## src/hw/persist_filter_regs.vh

```
// Purpose: constants for the interrupt persistence filter block
// Assumes: byte-wide registers on the device's internal register port
// Notes: timing counts are derived at 100 MHz
`ifndef PERSIST_FILTER_REGS_VH
`define PERSIST_FILTER_REGS_VH

`define INTERRUPT_PERSISTENCE_ADDR 8'h8C
`define CONFIG_ZERO_ADDR 8'h8D
`define INTERRUPT_PERSISTENCE_RESET 8'h00
`define CONFIG_ZERO_RESET 8'h00
`define WAIT_SETTING_RESET 8'hFF

`define PROX_INTERRUPT_PERSISTENCE_HI 7
`define PROX_INTERRUPT_PERSISTENCE_LO 4
`define LIGHT_INTERRUPT_PERSISTENCE_HI 3
`define LIGHT_INTERRUPT_PERSISTENCE_LO 0
`define LOW_POWER_BIT 5
`define WAIT_STRETCH_BIT 2
`define CONFIG_ZERO_USED_MASK 8'h24

// base wait step 2.78 ms, expressed in ns, and its cycle count at 10 ns
`define WAIT_STEP_NS 2780000
`define CLK_PERIOD_NS 10
`define WAIT_STEP_CYCLES (`WAIT_STEP_NS / `CLK_PERIOD_NS)
`define WAIT_STRETCH_FACTOR 12

`endif
```

## src/hw/persist_filter.v

```verilog
// Purpose: persistence filtering of proximity and light threshold events,
//   low-power idle and wait period stretch control
// Assumes: sample strobes and results arrive synchronous to I_SYS_CLK
// Notes: registers written through a byte-wide internal register port
`timescale 1ns/1ps
`include "persist_filter_regs.vh"

// How it works
// - prox setting in bits 7:4 counts out-of-range
// - in-range prox sample clears prox counter
// - prox setting zero: interrupt every sample
// - prox setting N: interrupt after N samples
// - light setting in bits 3:0 counts out-of-range
// - in-range light sample clears light counter
// - light setting zero: interrupt every sample
// - light settings 1..3 need that many samples
// - light settings 4..15 need 5*(N-3) samples
// - low-power bit idles when all wait/disabled
// - wait-stretch bit makes waits twelve times longer
// - wait is 0.15856ms times (256 - setting): the 278000-cycle 2.78ms step is cut to 18 bits
// - light out of range, gated by enable
// - prox below low or above high qualifies
module persist_filter #(
  parameter WAIT_STEP_CYCLES = `WAIT_STEP_CYCLES
) (
  // clock and reset
  input wire I_SYS_CLK,
  input wire I_NRST,
  // register port
  input wire I_REG_WR,
  input wire I_REG_RD,
  input wire [7:0] I_REG_ADDR,
  input wire [7:0] I_REG_WDATA,
  output reg [7:0] O_REG_RDATA,
  // thresholds, enables and wait setting from neighbouring registers
  input wire [15:0] I_PROX_LOW_THRESHOLD,
  input wire [15:0] I_PROX_HIGH_THRESHOLD,
  input wire [15:0] I_LIGHT_LOW_THRESHOLD,
  input wire [15:0] I_LIGHT_HIGH_THRESHOLD,
  input wire I_LIGHT_IRQ_ENABLE,
  input wire I_PROX_IRQ_ENABLE,
  input wire [7:0] I_WAIT_PERIOD_SETTING,
  // sample results
  input wire I_PROX_DONE,
  input wire [15:0] I_PROX_RESULT,
  input wire I_LIGHT_DONE,
  input wire [15:0] I_CLEAR_CHANNEL_RESULT,
  // function state for low-power decision, and wait start
  input wire I_FUNCS_IDLE,
  input wire I_WAIT_START,
  // outputs
  output reg O_PROX_IRQ,
  output reg O_LIGHT_IRQ,
  output reg O_WAIT_ACTIVE,
  output reg O_LOW_POWER
);

  ////////////////////////////////////////////////////////////////////////
  // reset synchroniser
  reg rst_meta_reg;
  reg rst_sync_reg;
  always @(posedge I_SYS_CLK or negedge I_NRST) begin
    if (!I_NRST) begin
      rst_meta_reg <= 1'b0;
      rst_sync_reg <= 1'b0;
    end else begin
      rst_meta_reg <= 1'b1;
      rst_sync_reg <= rst_meta_reg;
    end
  end
  wire rst_n = rst_sync_reg;

  ////////////////////////////////////////////////////////////////////////
  // helpers
  function out_of_range;
    input [15:0] value;
    input [15:0] low;
    input [15:0] high;
    begin
      out_of_range = (value < low) || (value > high);
    end
  endfunction

  // light target: 1..3 as is, above that 5*(N-3), top value 60
  function [5:0] light_target;
    input [3:0] n;
    reg [5:0] m;
    begin
      m = {2'b00, n} - 6'h03;
      if (n < 4'h4)
        light_target = {2'b00, n};
      else
        light_target = {m[3:0], 2'b00} + m;
    end
  endfunction

  ////////////////////////////////////////////////////////////////////////
  // registers
  reg [7:0] interrupt_persistence_reg;
  reg [7:0] config_zero_reg;
  always @(posedge I_SYS_CLK or negedge rst_n) begin
    if (!rst_n) begin
      interrupt_persistence_reg <= `INTERRUPT_PERSISTENCE_RESET;
      config_zero_reg <= `CONFIG_ZERO_RESET;
    end else if (I_REG_WR) begin
      if (I_REG_ADDR == `INTERRUPT_PERSISTENCE_ADDR)
        interrupt_persistence_reg <= I_REG_WDATA;
      if (I_REG_ADDR == `CONFIG_ZERO_ADDR)
        config_zero_reg <= I_REG_WDATA & `CONFIG_ZERO_USED_MASK;
    end
  end

  wire [3:0] prox_persist_count = interrupt_persistence_reg[`PROX_INTERRUPT_PERSISTENCE_HI:`PROX_INTERRUPT_PERSISTENCE_LO];
  wire [3:0] light_persist_count = interrupt_persistence_reg[`LIGHT_INTERRUPT_PERSISTENCE_HI:`LIGHT_INTERRUPT_PERSISTENCE_LO];
  wire low_power_a = config_zero_reg[`LOW_POWER_BIT];
  wire wait_stretch = config_zero_reg[`WAIT_STRETCH_BIT];

  always @(posedge I_SYS_CLK or negedge rst_n) begin
    if (!rst_n)
      O_REG_RDATA <= 8'h00;
    else if (I_REG_RD) begin
      case (I_REG_ADDR)
        `INTERRUPT_PERSISTENCE_ADDR: O_REG_RDATA <= interrupt_persistence_reg;
        `CONFIG_ZERO_ADDR: O_REG_RDATA <= config_zero_reg;
        default: O_REG_RDATA <= 8'h00;
      endcase
    end
  end

  ////////////////////////////////////////////////////////////////////////
  // persistence counters; settings sampled live at each done strobe
  reg [3:0] prox_cnt_reg;
  reg [5:0] light_cnt_reg;
  wire prox_oor = out_of_range(I_PROX_RESULT, I_PROX_LOW_THRESHOLD,
                               I_PROX_HIGH_THRESHOLD);
  wire light_oor = out_of_range(I_CLEAR_CHANNEL_RESULT,
                                I_LIGHT_LOW_THRESHOLD,
                                I_LIGHT_HIGH_THRESHOLD);
  wire [3:0] prox_cnt_inc = prox_cnt_reg + 4'h1;
  wire [5:0] light_cnt_inc = light_cnt_reg + 6'h01;
  wire [5:0] light_goal = light_target(light_persist_count);

  // counters saturate at the target so a long excursion keeps firing, except prox setting 15, where the 4-bit increment wraps to 0
  wire prox_hit = (prox_persist_count == 4'h0) ||
                  (prox_oor && prox_cnt_inc >= prox_persist_count);
  wire light_hit = (light_persist_count == 4'h0) ||
                   (light_oor && light_cnt_inc >= light_goal);

  always @(posedge I_SYS_CLK or negedge rst_n) begin
    if (!rst_n) begin
      prox_cnt_reg <= 4'h0;
      light_cnt_reg <= 6'h00;
      O_PROX_IRQ <= 1'b0;
      O_LIGHT_IRQ <= 1'b0;
    end else begin
      O_PROX_IRQ <= 1'b0;
      O_LIGHT_IRQ <= 1'b0;
      if (I_PROX_DONE) begin
        if (!prox_oor)
          prox_cnt_reg <= 4'h0;
        else if (prox_cnt_inc < prox_persist_count)
          prox_cnt_reg <= prox_cnt_inc;
        else
          prox_cnt_reg <= prox_persist_count;
        O_PROX_IRQ <= prox_hit && I_PROX_IRQ_ENABLE;
      end
      if (I_LIGHT_DONE) begin
        if (!light_oor)
          light_cnt_reg <= 6'h00;
        else if (light_cnt_inc < light_goal)
          light_cnt_reg <= light_cnt_inc;
        else
          light_cnt_reg <= light_goal;
        O_LIGHT_IRQ <= light_hit && I_LIGHT_IRQ_ENABLE;
      end
    end
  end

  ////////////////////////////////////////////////////////////////////////
  // wait timer: steps of WAIT_STEP_CYCLES[17:0] cycles, (256 - setting) steps
  reg [17:0] tick_reg;
  reg [3:0] stretch_reg;
  reg [8:0] steps_reg;
  wire [8:0] wait_steps = 9'h100 - {1'b0, I_WAIT_PERIOD_SETTING};
  wire tick_end = (tick_reg == WAIT_STEP_CYCLES[17:0] - 18'h1);
  wire [3:0] stretch_max = wait_stretch ?
                           4'(`WAIT_STRETCH_FACTOR - 1) : 4'h0;

  always @(posedge I_SYS_CLK or negedge rst_n) begin
    if (!rst_n) begin
      O_WAIT_ACTIVE <= 1'b0;
      tick_reg <= 18'h0;
      stretch_reg <= 4'h0;
      steps_reg <= 9'h0;
    end else if (I_WAIT_START && !O_WAIT_ACTIVE) begin
      O_WAIT_ACTIVE <= 1'b1;
      tick_reg <= 18'h0;
      stretch_reg <= 4'h0;
      steps_reg <= wait_steps;
    end else if (O_WAIT_ACTIVE) begin
      tick_reg <= tick_end ? 18'h0 : tick_reg + 18'h1;
      if (tick_end) begin
        if (stretch_reg < stretch_max) begin
          stretch_reg <= stretch_reg + 4'h1;
        end else begin
          stretch_reg <= 4'h0;
          steps_reg <= steps_reg - 9'h1;
          if (steps_reg == 9'h1)
            O_WAIT_ACTIVE <= 1'b0;
        end
      end
    end
  end

  ////////////////////////////////////////////////////////////////////////
  // low power idle
  always @(posedge I_SYS_CLK or negedge rst_n) begin
    if (!rst_n)
      O_LOW_POWER <= 1'b0;
    else
      O_LOW_POWER <= low_power_a && I_FUNCS_IDLE;
  end

endmodule

```

## config.mk

```make
export PLATFORM = sky130hd
export DESIGN_NAME = persist_filter
export DESIGN_NICKNAME = d
export VERILOG_FILES = /design/src/hw/persist_filter.v
export VERILOG_INCLUDE_DIRS = /design/src /design/src/hw
export SDC_FILE = /design/constraint.sdc
export NUM_CORES = 1
export LEC_CHECK = 0
export BUFFER_PORTS_ARGS = -buffer_cell sky130_fd_sc_hd__buf_2
export CAP_MARGIN = 0
export CORE_ASPECT_RATIO = 1.1
export CORE_MARGIN = 2
export CORE_UTILIZATION = 49
export DETAILED_ROUTE_END_ITERATION = 12
export PLACE_DENSITY_LB_ADDON = 0.25
export SLEW_MARGIN = 20
export SYNTH_ARGS = -nofsm -noshare
export SYNTH_HDL_FRONTEND = slang
export SYNTH_SLANG_ARGS = --single-unit
```

## constraint.sdc

```tcl
create_clock -name I_SYS_CLK -period 2 [get_ports I_SYS_CLK]
set_input_delay 0.2 -clock I_SYS_CLK [delete_from_list [all_inputs] [get_ports I_SYS_CLK]]
set_output_delay 0.2 -clock I_SYS_CLK [all_outputs]
set_load 0.03 [all_outputs]
```

After elaboration in Yosys (flattened, before gate mapping)
Index checks and enable logic that the tools add are counted.
- add/subtract/negate cells: 8
- $lt $le $gt $ge: 10
- eq/ne operators: 5
- mux-type cells: 25
- reduce and logical (&&, ||, !) cells: 19
- operators with widths (operator ; number):
    two-way mux 18 bit ; 3
    two-way mux 9 bit ; 4
    greater-than comparator 16 bit ; 2
    less-than comparator 16 bit ; 2
    two-way mux 4 bit ; 7
    adder 18 x 1 -> 18 bit, second input constant ; 1
    equality test 18 x 14 -> 1 bit, second input constant ; 1
    two-way mux 6 bit ; 3
    equality test 8 bit, second input constant ; 2
    case mux 8 bit (2 select lines) ; 1
    equality test 9 x 1 -> 1 bit, second input constant ; 1
    subtractor 9 x 1 -> 9 bit, second input constant ; 1
    subtractor 9 x 8 -> 9 bit, first input constant ; 1
    adder 4 x 1 -> 4 bit, second input constant ; 2
    zero test 4 bit ; 2
    less-than comparator 4 bit ; 2
    two-way mux 1 bit ; 7
    adder 6 x 1 -> 6 bit, second input constant ; 1
    adder 6 bit ; 1
    >= comparator 6 bit ; 1
    logical AND 1 bit ; 6
    less-than comparator 6 bit ; 1
    AND reduction 2 bit ; 3
    subtractor 4 x 2 -> 5 bit, second input constant ; 1
    other kinds (7) ; 11
- bits in registers: 65
- bits of input ports: 130
- output and inout bits: 12

Logic depth before layout (Yosys ltp)
- word-level depth: 8
- mapped depth: 18
- depth with buffers taken out: 15

Worst setup path after synthesis
No wires, ideal clock.
- kind: flip-flop to flip-flop
- start point: reg interrupt_persistence_reg[0]
- end point: reg light_cnt_reg[4]
- setup time: 83 ps
- arrival: 3230 ps
- path slack: -1313 ps
- cell stages (with the launch flop): 17
- buffers on the path: 2
- path through: dfrtp_1 -> clkbuf_1 -> inv_1 -> ha_1 -> ha_1 -> nand2_1 -> o31ai_1 -> mux2i_1 -> o211ai_1 -> ha_1 -> nand4_1 -> a21oi_1 -> a211oi_1 -> clkbuf_1 -> and2_1 -> o21ai_0 -> o22ai_1
- word-level cells in the longest chain between the ends: 6
- RTL lines (what ; line ; source):
    start: declaration ; persist_filter.v:99 ; reg [7:0] interrupt_persistence_reg;
    start signal: assignment ; persist_filter.v:103 ; interrupt_persistence_reg <= `INTERRUPT_PERSISTENCE_RESET;
    subtractor 4 x 2 -> 5 bit ; persist_filter.v:89 ; m = {2'b00, n} - 6'h03;
    adder 6 bit ; persist_filter.v:93 ; light_target = {m[3:0], 2'b00} + m;
    two-way mux 6 bit * ; persist_filter.v:90 ; if (n < 4'h4)
    less-than comparator 6 bit ; persist_filter.v:170 ; else if (light_cnt_inc < light_goal)
    two-way mux 6 bit * ; persist_filter.v:170 ;
    two-way mux 6 bit * ; persist_filter.v:168 ; if (!light_oor)
    end signal: assignment ; persist_filter.v:171 ; light_cnt_reg <= light_cnt_inc;
    end signal: assignment ; persist_filter.v:173 ; light_cnt_reg <= light_goal;
    end: declaration ; persist_filter.v:133 ; reg [5:0] light_cnt_reg;
Mark *: on every way between the ends. The rest lies on a longest branch, timed or not.
A chain may end at the register's enable or synchronous reset.

Final worst setup path
- start point: reg interrupt_persistence_reg[1]
- end point: reg light_cnt_reg[4]
The elaborated chain is that of the path after synthesis.

==> results.json <==
{
  "rsz0062_at_grt": "yes",
  "cts.sinks": 65,
  "drive_gt1_share_pct": 38.4,
  "synth.distinct_cells": 54,
  "synth-edff-count": 0,
  "setup_violations": 37,
  "hold_start": "I_REG_WDATA[7]",
  "crit_required_ns": 2.25,
  "synth_warnings": 0,
  "synthTopCellsByCount": "inv_1 (91), ha_1 (85), nand2_1 (70)",
  "dr.pass1.iters": 5,
  "skew_ns": 0.00455,
  "htree_levels": 3,
  "crit_type": "flip-flop to flip-flop",
  "placedCellCount": 994,
  "start_kind": "flip-flop",
  "synth_most_common_cell": "inv_1",
  "use_met3_pct": 4.17,
  "r2r-start": "interrupt_persistence_reg[1]$_DFFE_PN0P_",
  "setup_ws_ns": -1.10,
  "grt_util_all_layers_pct": 23.9,
  "ir_worst_vdd_uv": 505,
  "yosysSeqAreaShare_pct": 30.4,
  "netlist.area_leader.share_pct": 30.4,
  "root_buffer": "clkbuf_16",
  "fp.coreArea_mm2": 0.0108,
  "netlist_instances": 650,
  "ant_nets": 0,
  "fillers": 804,
  "wl_um": 14700,
  "finalNetCount": 1097,
  "p_leak_nw": 3.95,
  "multi_input_area_mm2": 0.00379,
  "vias": 5482,
  "dieHeight_um": 114,
  "critPathMaxFanout": 5,
  "cts_tree": "done",
  "first_global_vias": 5320,
  "routedWlPerCell_um": 14.2,
  "port_buffers": 141,
  "ff2ff_setup_slack_ns": -1.10,
  "vias_per_cell": 5.30,
  "period_needed_ns": 3.10,
  "clockBufferDepth": 2,
  "grt_use_met1_pct": 26.2,
  "min_path_cells": 3,
  "syn2layout_area_growth_pct": 43.2,
  "syn_area_per_cell_um2": 8.23,
  "grt-ovfl-total": 0,
  "post-route-util_pct": 71.2,
  "post-synth-top-area-cell": "dfrtp_1",
  "fmax_mhz": 322,
  "hold_end": "interrupt_persistence_reg[7]$_DFFE_PN0P_",
  "ff2ff_path_depth": 15,
  "hpwl_um": 11200,
  "syn_nets": 866,
  "final-seq-area_mm2": 0.00163,
  "yosys-top-cells-area": "dfrtp_1 (30%), ha_1 (20%), inv_1 (6.4%)",
  "min_path_type": "primary input to flip-flop",
  "p_per_area_mw_per_mm2": 766,
  "largest_register_ffs": 18,
  "netlist_area_mm2": 0.00535,
  "busiest_layer": "met2",
  "worstSetupEndpointType": "flip-flop",
  "antenna_found_initial": 1,
  "status": "complete, but fails checks",
  "yosys_most_used_dff": "dfrtp_1",
  "drt_iter0_drc": 201,
  "ys_seq_elements": 65,
  "ios": 142,
  "stdcell_count": 1034,
  "met2_usage_pct": 44.3,
  "finalMaxSlewViolations": 0,
  "hold_violations": 0,
  "arrival_ns": 3.35,
  "maxCapViolations": 0,
  "grt_pass1_wl_um": 23000,
  "hold_ws_ns": 0.0804,
  "initial_utilization_pct": 49.7,
  "grt_max_degree": 45,
  "clkLatencyLatePin_ns": 0.33,
  "failed_checks": "setup timing",
  "worstReg2RegEnd": "light_cnt_reg[4]$_DFFE_PN0P_",
  "die_w_um": 104,
  "cts_buffers": 9,
  "drc": 0,
  "die_area_mm2": 0.0118,
  "gp_congestion": 0.886,
  "fin_crit_sh_pct": 155,
  "async_reset_ff_share_pct": 100,
  "row_count": 40,
  "clkTransAtPathRegs_ns": 0.06
}
## what timing repair did
action / CTS / global route
setup buffers: 11 / 11
pin swaps: 29 / 34
cloned: 1 / 1
resized for setup: 45 / 74
hold buffers: 1 / 0
endpoints found under the setup margin: 27 / 41
endpoints found under the hold margin: 2 / 0
## kinds of logic after synthesis
group           count (synthesis)  synth area share (%)
other cells                     1                0.0701
flops                          65                  30.4
simple gates                  214                  19.5
compound gates                142                  15.7
buf+inv                       103                  7.34
fa+ha+maj                      86                  20.2
xor+xnor                       29                  4.75
mux                            10                  2.01
## per-stage QoR
stage / power, mW / instance area [um2] / worst slack [ns] / setup TNS (ns)
floorplan: 3.09 / 5480 / -0.955 / -6.68
global placement: 3.71 / 6810 / -1.07 / -8.19
detailed placement: 3.84 / 6810 / -1.21 / -10.44
CTS: 5.56 / 7320 / -0.990 / -9.02
global route: 6.23 / 7660 / -1.22 / -13.14
finish: 5.87 / 7660 / -1.10 / -10.10
## final cells by class
| class | instances | area share (%) |
|---|---|---|
| timing repair buffer | 231 | 18.9 |
| tap | 147 | 2.40 |
| sequential | 65 | 21.3 |
| clock inverter | 6 | 0.457 |
| antenna | 1 | 0.0327 |
| clock buffer | 10 | 2.99 |
| multi-input combinational | 483 | 49.4 |
| inverter | 91 | 4.46 |
## how the worst max path moves through the flow
stage	cells after the start	endpoint	slack, ns	startpoint
6_report	15	light_cnt_reg[4]$_DFFE_PN0P_	-1.10	interrupt_persistence_reg[1]$_DFFE_PN0P_
5_1_grt	15	light_cnt_reg[4]$_DFFE_PN0P_	-1.22	interrupt_persistence_reg[1]$_DFFE_PN0P_
4_1_cts	15	light_cnt_reg[0]$_DFFE_PN0P_	-0.99	interrupt_persistence_reg[0]$_DFFE_PN0P_
3_5_place_dp	16	light_cnt_reg[5]$_DFFE_PN0P_	-1.21	interrupt_persistence_reg[0]$_DFFE_PN0P_
3_3_place_gp	16	light_cnt_reg[5]$_DFFE_PN0P_	-1.07	interrupt_persistence_reg[0]$_DFFE_PN0P_
2_1_floorplan	17	light_cnt_reg[4]$_DFFE_PN0P_	-0.96	interrupt_persistence_reg[2]$_DFFE_PN0P_
## critical path, cell delays in order (launching register included)
cell and delay (ns):
dfrtp_2 0.46, ha_4 0.21, xnor2_4 0.13, ha_4 0.29, nand2_2 0.06, o31ai_4 0.19
mux2i_1 0.21, o211ai_1 0.14, ha_1 0.31, nand4_1 0.14, a21oi_2 0.05, a211oi_2 0.25
buf_2 0.22, and2_4 0.14, o21ai_1 0.07, o22ai_1 0.14
## cells in the final DEF (no fill, tap or decap), drive strengths merged, types with 5 or more instances in the layout
| master | n |
|---|---|
| a21o | 8 |
| a21oi | 48 |
| and2 | 6 |
| buf | 230 |
| clkbuf | 10 |
| dfrtp | 65 |
| ha | 85 |
| inv | 91 |
| mux2 | 6 |
| nand2 | 72 |
| nand2b | 14 |
| nand3 | 20 |
| nand4 | 16 |
| nor2 | 49 |
| nor2b | 6 |
| nor3 | 14 |
| nor4 | 5 |
| o21ai | 48 |
| o22ai | 10 |
| xnor2 | 14 |
| xor2 | 15 |
## routing by layer
| metal | vias to the layer above | part of all wire [%] |
|---|---|---|
| met5 | - | 0 |
| met4 | 0 | 3.1 |
| met3 | 37 | 4.8 |
| met2 | 168 | 52 |
| met1 | 2563 | 40 |
| li1 | 2714 | - |
## power breakdown
part / total, mW / switching [mW] / internal (mW) / leakage, nW
Clock: 1.39 / 0.562 / 0.828 / 0.128
Combinational: 2.78 / 1.35 / 1.43 / 3.00
Sequential: 1.69 / 0.177 / 1.52 / 0.825
Total: 5.87 / 2.09 / 3.78 / 3.95
Power figures use the tool's default switching activity.
